[src/core/csei_pkg.sv]
// Constants shared by the card socket event interrupt logic.
// Assumes a single 10 MHz reference clock and a simple register access port.
// Functional notes
// - Memory card: any change on either battery pin is a status-change event.
// - Battery events set legacy flags 1 and 0, gated by legacy enables 1 and 0.
// - Memory card ready pin change sets legacy flag 2, gated by enable 2.
// - I/O card status-change assertion sets legacy flag 0, gated by enable 0.
// - 16-bit card power cycle completion sets legacy flag 3, gated by enable 3.
// - Functional requests are never masked; pending state reads in config 91h bit 0.
// - CardBus status-change assertion sets socket event bit 0, gated by mask 0.
// - CardBus power-up completion sets socket event bit 3, gated by mask 3.
// - Card-detect pin A changing sets socket event bit 1; pin B changing sets bit 2.
// - Insertion and removal are reported for every card type.
// - With a memory card the ready pin is never a functional request.
// - Shared pins are read according to the inserted card type.
// - Host interrupt levels leave through the seven multifunction pins, or to the serializer for serial requests.
// - PCI pin line works alongside parallel or serialized legacy signalling.
// - Legacy flags clear on read or write-one; global control bit 2 selects.
// - CardBus event flags clear when software writes one to them.
package csei_pkg;
  typedef enum logic [1:0] {
    CSEI_CARD_NONE,
    CSEI_CARD_MEMORY,
    CSEI_CARD_IO,
    CSEI_CARD_CARDBUS
  } csei_card_t;

  typedef enum logic [1:0] {
    CSEI_SPACE_LEGACY,
    CSEI_SPACE_CONFIG,
    CSEI_SPACE_CARDBUS,
    CSEI_SPACE_NONE
  } csei_space_t;

  localparam logic [7:0] OFS_CHANGE_FLAGS = 8'h04;
  localparam logic [7:0] OFS_CHANGE_ENABLES = 8'h05;
  localparam logic [7:0] OFS_GLOBAL_CONTROL = 8'h1E;
  localparam logic [7:0] OFS_FUNC_STATUS = 8'h91;
  localparam logic [7:0] OFS_ROUTE = 8'hA0;
  localparam logic [7:0] OFS_CB_EVENT = 8'h00;
  localparam logic [7:0] OFS_CB_ENABLE = 8'h04;

  localparam int BIT_BATTERY_ONE = 0;
  localparam int BIT_BATTERY_TWO = 1;
  localparam int BIT_READY = 2;
  localparam int BIT_POWER_DONE = 3;
  localparam int BIT_CB_STATUS = 0;
  localparam int BIT_CB_DETECT_A = 1;
  localparam int BIT_CB_DETECT_B = 2;
  localparam int BIT_FLAG_CLEAR_SELECT = 2;
  localparam int BIT_FUNC_PENDING = 0;

  localparam int ROUTE_STATUS_LSB = 0;
  localparam int ROUTE_FUNC_LSB = 4;
  localparam int ROUTE_SERIAL = 8;

  localparam int PIN_COUNT = 7;
  localparam logic [3:0] FLAGS_RESET = 4'h0;
  localparam logic [3:0] ENABLES_RESET = 4'h0;
  localparam logic [2:0] STATUS_PIN_RESET = 3'h0;
  localparam logic [2:0] FUNC_PIN_RESET = 3'h1;
endpackage

[src/core/csei_top.sv]
// Socket event detection, flag and mask registers, and host interrupt pin drive.
// Card pins are asynchronous and active high here; card type and power-done come
// from socket logic on ref_clk. A serializer outside takes serial_irq_pending_q.
`timescale 1ns/10ps
module csei_top (
  input wire logic ref_clk,
  input wire logic reset_n,
  input wire logic battery_detect_one,
  input wire logic battery_detect_two,
  input wire logic card_ready_request,
  input wire logic card_detect_a,
  input wire logic card_detect_b,
  input wire csei_pkg::csei_card_t card_type,
  input wire logic power_cycle_done,
  input wire csei_pkg::csei_space_t reg_space,
  input wire logic [7:0] reg_addr,
  input wire logic reg_wr,
  input wire logic reg_rd,
  input wire logic [31:0] reg_wdata,
  output logic [31:0] reg_rdata_q,
  output logic [csei_pkg::PIN_COUNT-1:0] multifunction_pins_q,
  output logic serial_irq_pending_q
);
  // Two-stage synchronisers for the five card pins
  logic [4:0] pins_raw;
  logic [4:0] sync1_q;
  logic [4:0] sync2_q;
  logic [4:0] prev_q;
  assign pins_raw = {card_detect_b, card_detect_a, card_ready_request,
                     battery_detect_two, battery_detect_one};

  always_ff @(posedge ref_clk or negedge reset_n) begin
    if (!reset_n) begin
      sync1_q <= 5'h00;
      sync2_q <= 5'h00;
      prev_q <= 5'h00;
    end else begin
      sync1_q <= pins_raw;
      sync2_q <= sync1_q;
      prev_q <= sync2_q;
    end
  end

  logic [4:0] toggled;
  logic [4:0] rose;
  assign toggled = sync2_q ^ prev_q;
  assign rose = sync2_q & ~prev_q;

  logic is_memory;
  logic is_io;
  logic is_cardbus;
  assign is_memory = (card_type == csei_pkg::CSEI_CARD_MEMORY);
  assign is_io = (card_type == csei_pkg::CSEI_CARD_IO);
  assign is_cardbus = (card_type == csei_pkg::CSEI_CARD_CARDBUS);

  // Event sources per card type
  logic [3:0] legacy_set;
  logic [3:0] cb_set;
  logic func_pending;
  always_comb begin
    legacy_set = 4'h0;
    cb_set = 4'h0;
    legacy_set[csei_pkg::BIT_BATTERY_ONE] = (is_memory & toggled[0]) |
                                            (is_io & rose[0]);
    legacy_set[csei_pkg::BIT_BATTERY_TWO] = is_memory & toggled[1];
    legacy_set[csei_pkg::BIT_READY] = is_memory & toggled[2];
    legacy_set[csei_pkg::BIT_POWER_DONE] = (is_memory | is_io) & power_cycle_done;
    cb_set[csei_pkg::BIT_CB_STATUS] = is_cardbus & rose[0];
    cb_set[csei_pkg::BIT_CB_DETECT_A] = toggled[3];
    cb_set[csei_pkg::BIT_CB_DETECT_B] = toggled[4];
    cb_set[csei_pkg::BIT_POWER_DONE] = is_cardbus & power_cycle_done;
  end
  assign func_pending = (is_io | is_cardbus) & sync2_q[2];

  // Register state
  logic [3:0] legacy_flags_q;
  logic [3:0] legacy_flags_d;
  logic [3:0] legacy_en_q;
  logic [3:0] legacy_en_d;
  logic [3:0] cb_event_q;
  logic [3:0] cb_event_d;
  logic [3:0] cb_en_q;
  logic [3:0] cb_en_d;
  logic flag_clear_select_q;
  logic flag_clear_select_d;
  logic [2:0] status_pin_q;
  logic [2:0] status_pin_d;
  logic [2:0] func_pin_q;
  logic [2:0] func_pin_d;
  logic serial_mode_q;
  logic serial_mode_d;
  logic [31:0] reg_rdata_d;
  logic [csei_pkg::PIN_COUNT-1:0] pins_d;
  logic serial_irq_pending_d;
  logic status_irq;

  logic hit_flags;
  logic hit_enables;
  logic hit_global;
  logic hit_func;
  logic hit_route;
  logic hit_cb_event;
  logic hit_cb_enable;
  assign hit_flags = (reg_space == csei_pkg::CSEI_SPACE_LEGACY) &&
                     (reg_addr == csei_pkg::OFS_CHANGE_FLAGS);
  assign hit_enables = (reg_space == csei_pkg::CSEI_SPACE_LEGACY) &&
                       (reg_addr == csei_pkg::OFS_CHANGE_ENABLES);
  assign hit_global = (reg_space == csei_pkg::CSEI_SPACE_LEGACY) &&
                      (reg_addr == csei_pkg::OFS_GLOBAL_CONTROL);
  assign hit_func = (reg_space == csei_pkg::CSEI_SPACE_CONFIG) &&
                    (reg_addr == csei_pkg::OFS_FUNC_STATUS);
  assign hit_route = (reg_space == csei_pkg::CSEI_SPACE_CONFIG) &&
                     (reg_addr == csei_pkg::OFS_ROUTE);
  assign hit_cb_event = (reg_space == csei_pkg::CSEI_SPACE_CARDBUS) &&
                        (reg_addr == csei_pkg::OFS_CB_EVENT);
  assign hit_cb_enable = (reg_space == csei_pkg::CSEI_SPACE_CARDBUS) &&
                         (reg_addr == csei_pkg::OFS_CB_ENABLE);

  assign status_irq = (|(legacy_flags_q & legacy_en_q)) | (|(cb_event_q & cb_en_q));

  always_comb begin
    logic [3:0] legacy_clr;
    logic [3:0] cb_clr;
    legacy_clr = 4'h0;
    cb_clr = 4'h0;
    // Clear-on-read when select is low, write-one-to-clear when high
    if (hit_flags && reg_rd && !flag_clear_select_q) begin
      legacy_clr = 4'hF;
    end
    if (hit_flags && reg_wr && flag_clear_select_q) begin
      legacy_clr = reg_wdata[3:0];
    end
    if (hit_cb_event && reg_wr) begin
      cb_clr = reg_wdata[3:0];
    end
    // A new event in the clearing cycle survives
    legacy_flags_d = (legacy_flags_q & ~legacy_clr) | legacy_set;
    cb_event_d = (cb_event_q & ~cb_clr) | cb_set;

    legacy_en_d = legacy_en_q;
    cb_en_d = cb_en_q;
    flag_clear_select_d = flag_clear_select_q;
    status_pin_d = status_pin_q;
    func_pin_d = func_pin_q;
    serial_mode_d = serial_mode_q;
    if (reg_wr) begin
      if (hit_enables) begin
        legacy_en_d = reg_wdata[3:0];
      end
      if (hit_cb_enable) begin
        cb_en_d = reg_wdata[3:0];
      end
      if (hit_global) begin
        flag_clear_select_d = reg_wdata[csei_pkg::BIT_FLAG_CLEAR_SELECT];
      end
      if (hit_route) begin
        status_pin_d = reg_wdata[csei_pkg::ROUTE_STATUS_LSB +: 3];
        func_pin_d = reg_wdata[csei_pkg::ROUTE_FUNC_LSB +: 3];
        serial_mode_d = reg_wdata[csei_pkg::ROUTE_SERIAL];
      end
    end

    reg_rdata_d = reg_rdata_q;
    if (reg_rd) begin
      reg_rdata_d = 32'h0000_0000;
      if (hit_flags) begin
        reg_rdata_d[3:0] = legacy_flags_q;
      end
      if (hit_enables) begin
        reg_rdata_d[3:0] = legacy_en_q;
      end
      if (hit_global) begin
        reg_rdata_d[csei_pkg::BIT_FLAG_CLEAR_SELECT] = flag_clear_select_q;
      end
      if (hit_func) begin
        reg_rdata_d[csei_pkg::BIT_FUNC_PENDING] = func_pending;
      end
      if (hit_route) begin
        reg_rdata_d[csei_pkg::ROUTE_STATUS_LSB +: 3] = status_pin_q;
        reg_rdata_d[csei_pkg::ROUTE_FUNC_LSB +: 3] = func_pin_q;
        reg_rdata_d[csei_pkg::ROUTE_SERIAL] = serial_mode_q;
      end
      if (hit_cb_event) begin
        reg_rdata_d[3:0] = cb_event_q;
      end
      if (hit_cb_enable) begin
        reg_rdata_d[3:0] = cb_en_q;
      end
    end

    // Status-change interrupt always on its PCI-style pin; functional request on
    // its pin in parallel mode, or to the serializer in serial mode
    for (int i = 0; i < csei_pkg::PIN_COUNT; i++) begin
      pins_d[i] = (status_irq && (status_pin_q == 3'(i))) ||
                  (func_pending && !serial_mode_q && (func_pin_q == 3'(i)));
    end
    serial_irq_pending_d = func_pending && serial_mode_q;
  end

  always_ff @(posedge ref_clk or negedge reset_n) begin
    if (!reset_n) begin
      legacy_flags_q <= csei_pkg::FLAGS_RESET;
      legacy_en_q <= csei_pkg::ENABLES_RESET;
      cb_event_q <= csei_pkg::FLAGS_RESET;
      cb_en_q <= csei_pkg::ENABLES_RESET;
      flag_clear_select_q <= 1'b0;
      status_pin_q <= csei_pkg::STATUS_PIN_RESET;
      func_pin_q <= csei_pkg::FUNC_PIN_RESET;
      serial_mode_q <= 1'b0;
      reg_rdata_q <= 32'h0000_0000;
      multifunction_pins_q <= '0;
      serial_irq_pending_q <= 1'b0;
    end else begin
      legacy_flags_q <= legacy_flags_d;
      legacy_en_q <= legacy_en_d;
      cb_event_q <= cb_event_d;
      cb_en_q <= cb_en_d;
      flag_clear_select_q <= flag_clear_select_d;
      status_pin_q <= status_pin_d;
      func_pin_q <= func_pin_d;
      serial_mode_q <= serial_mode_d;
      reg_rdata_q <= reg_rdata_d;
      multifunction_pins_q <= pins_d;
      serial_irq_pending_q <= serial_irq_pending_d;
    end
  end
endmodule

[config.mk]
export PLATFORM = sky130hd
export DESIGN_NAME = csei_top
export DESIGN_NICKNAME = d
export VERILOG_FILES = /design/src/core/csei_pkg.sv /design/src/core/csei_top.sv
export SDC_FILE = /design/constraint.sdc
export NUM_CORES = 1
export LEC_CHECK = 0
export BUFFER_PORTS_ARGS = -buffer_cell sky130_fd_sc_hd__buf_2
export CORE_AREA = 3 3 100 102
export CTS_CLUSTER_SIZE = 40
export DETAILED_ROUTE_END_ITERATION = 6
export DIE_AREA = 0 0 103 105
export SLEW_MARGIN = 20
export SYNTH_ARGS = -nofsm -noshare
export SYNTH_HDL_FRONTEND = slang
export SYNTH_SLANG_ARGS = --single-unit
[constraint.sdc]
create_clock -name ref_clk -period 2 [get_ports ref_clk]
set_clock_uncertainty 0.2 [all_clocks]
set_input_delay 0.1 -clock ref_clk [delete_from_list [all_inputs] [get_ports ref_clk]]
set_output_delay 0.1 -clock ref_clk [all_outputs]
set_load 0.01 [all_outputs]
==> impl_results.md <==
- Clock-pin slew on the worst setup and hold paths: 0.10 ns
- Initial Util: 29.7%
- TritonRoute pass-1 iters: 4
- Share of layout cells above drive strength 1: 28.1%
- Cell Area, Placed: 3030 um^2
- DRT iter0 DRCs: roughly 110
- Total number of vias: 2014
- Util after Layout: 36.3%
- Vias in the first global route: roughly 2000
- Area contributors post-synth: dfrtp_1 49%, buf_4 6.6%, mux2_2 5.4%
- Synth area leader: dfrtp_1
- Final Setup Violations: 0
- Critical Setup Path Class: in -> reg
- Met1 Track Usage GR: 17.2%
- Hold crit path type: in -> reg
- Synth Area per Inst: 11.6 um^2
- First-pass GRT wire length: between 10000 and 15000 um
- Total negative slack: 0 ns
- Area Overhead vs Synth: 22.2%
- Tcrit/Tclk final: 94.0%
- Slew @ Worst Pin: approximately 0.61 ns
- Setup slack, reg-to-reg: 0.38 ns
- Core area: a little over 9000 um^2
- Max Cap Viol: 0
- Most common cell after layout, fill and taps aside: dfrtp_1
- H-tree depth: 2
- Reg2reg start: legacy_en_q[0]
- Met2 Usage GRT: approximately 17%
- Failing checks: hold timing
- VDD IR-drop max: 297 uV
- Antenna cells: 0
- Syn Std Cell Area: 2730 um^2
- Final non-filler cell total: 417
- Ys flop type: dfrtp_1
- Nets: 363
- CP Launch Type: input port
- GRT Total Usage: 11.8%
- Grt ovf: 0
- GP Congestion: about 0.87
- Max Freq: about 0.53 GHz
- I/O Buffers: 45
- Routed wire per std cell: 14.8 um
- Final Critical Period: about 1.9 ns
- Status: complete, but fails checks
- Worst r2r dst: multifunction_pins_q[2]
- Synth warnings: 0
- Final Hold Viols: 1
- CP required: 2.00 ns
- Critical path origin: reg_space[0]
- Clock Latency Late Sink: 0.31 ns
- Die W: 103 um
- Depth of the most critical reg-to-reg path: 4
- Netlist cell types: 53
- Vias/cell: 4.83
- Clk root buf: clkbuf_8
- Num CTS Buffers: 5
- Hold depth: 3
- Largest net degree at the start of global routing: 56
- Routed WL: 6190 um
- Crit path DAT: 1.88 ns
- Asr flop ratio synth: 100%
- Met3 capacity usage during global routing: around 2.3%
- Die area: 10800 um^2
- Crit. End Element: register
- Post-synth EDFFs: 0
- Post-DRT Antenna Nets: 0
- Final worst slack: 0.120 ns
- Top-Level Pins: 94
- Final Instance Area: 3340 um^2
- Pwr/cell area: 672 nW/um^2
- Post-route DRC: 0
- Placed cells: 392
- RSZ-0062 raised after global routing: false
- Num rows: 35
- Dpl hpwl: 4540 um
- Initial antenna violation count: 0
- #FFs+latches synth: 55
- Place WS: 0.225 ns
- Startpoint of the worst hold path: reg_addr[1]
- Clock sink total: 55
- Grt peak-use layer: met2
- Yosys top cell area share: 49.5%
- Seq/Total Area, Yosys: 50.5%
- Die boundary height: 105 um
- Hold EP: reg_rdata_q[0]
- Post-Syn Instances: between 200 and 250
- Slew Limit Fails: 0
- Leakage power: 1.57 nW
- Post-CTS setup buffers: 0
- Slew HR: ~59%
- Critical Path Fanout Max: 4
- Hold Slack: -0.000484 ns
- Most frequent cells in the layout: 54 x dfrtp_1, 45 x buf_2, 24 x conb_1
- CTS tree: built
- Longest Clk Path Bufs: 2
-- state kept, by name, indices dropped and copies added (netlist names), 5 cells and up --
signal and flops:
reg_rdata_q 8, multifunction_pins_q 7, prev_q 5, sync1_q 5, sync2_q 5
-- through the flow --
| step | power (mW) | hold slack (ns) |
|---|---|---|
| finish | 2.24 | -0.000484 |
| global route | 2.35 | 0.0202 |
| CTS | 2.27 | 0.000449 |
| detailed placement | 1.38 | -0.0774 |
| global placement | 1.37 | -0.0824 |
| floorplan | 1.31 | -0.396 |
-- worst max-delay path: stages --
cell           delay [ns]
buf_2                0.13
nor4b_2              0.34
buf_4                0.18
and4_1               0.31
nand2_1              0.09
a22o_1               0.18
dlygate4sd3_1        0.55
-- report_power, final --
part           switching [mW]  internal (mW)  total, mW
Sequential             0.0165           1.14       1.15
Clock                   0.364          0.501      0.864
Combinational           0.131         0.0922      0.224
Total                   0.512           1.73       2.24
-- cells by family (layout without fill, tap and decap cells) --
logic type      count (synthesis)  count (layout)  synth area share, %
other cells                     1              24                0.137
simple gates                   67              67                 16.2
fa+ha+maj                       4               4                 1.83
mux                            19              19                 8.30
buf+inv                        38              85                 8.62
compound gates                 48              48                 13.2
flops                          55              55                 50.5
xor+xnor                        4               4                 1.28
-- how the worst max path moves through the flow --
stage	endpoint	cells past startpoint
global route	cb_event_q[3]	7
floorplan	legacy_en_q[0]	4
CTS	cb_event_q[3]	7
global placement	status_pin_q[2]	5
finish	cb_event_q[3]	7
detailed placement	reg_rdata_q[2]	5
-- routing by layer --
metal / share of wire (%) / wire length [um]
met5: 0 / 0
met4: 1.9 / 115
met3: 5.9 / 364
met2: 45 / 2780
met1: 47 / 2930
-- layout make-up --
type | instances | area [um^2]
well taps | 111 | 139
clock inverters | 2 | 60.1
inverters | 10 | 37.5
clock buffers | 6 | 72.6
fillers | 918 | 5860
repair buffers | 67 | 445
flip-flops and latches | 55 | 1380
multi-input cells | 166 | 1200
-- synth_stat cells (5+ instances only) --
library cell and count:
a22o_1 5, a22oi_1 6, and3_1 6, buf_4 24, dfrtp_1 54, inv_1 10
mux2_2 13, nand2_1 11, nand4_1 5, nor2_1 11, nor2b_1 6, o21ai_0 9
-- what timing repair did --
action	4_1_cts	5_1_grt
hold buffers	17	0
endpoints found under the hold margin	87	0
resized for setup	0	0
(Power assumes the default switching activity.)
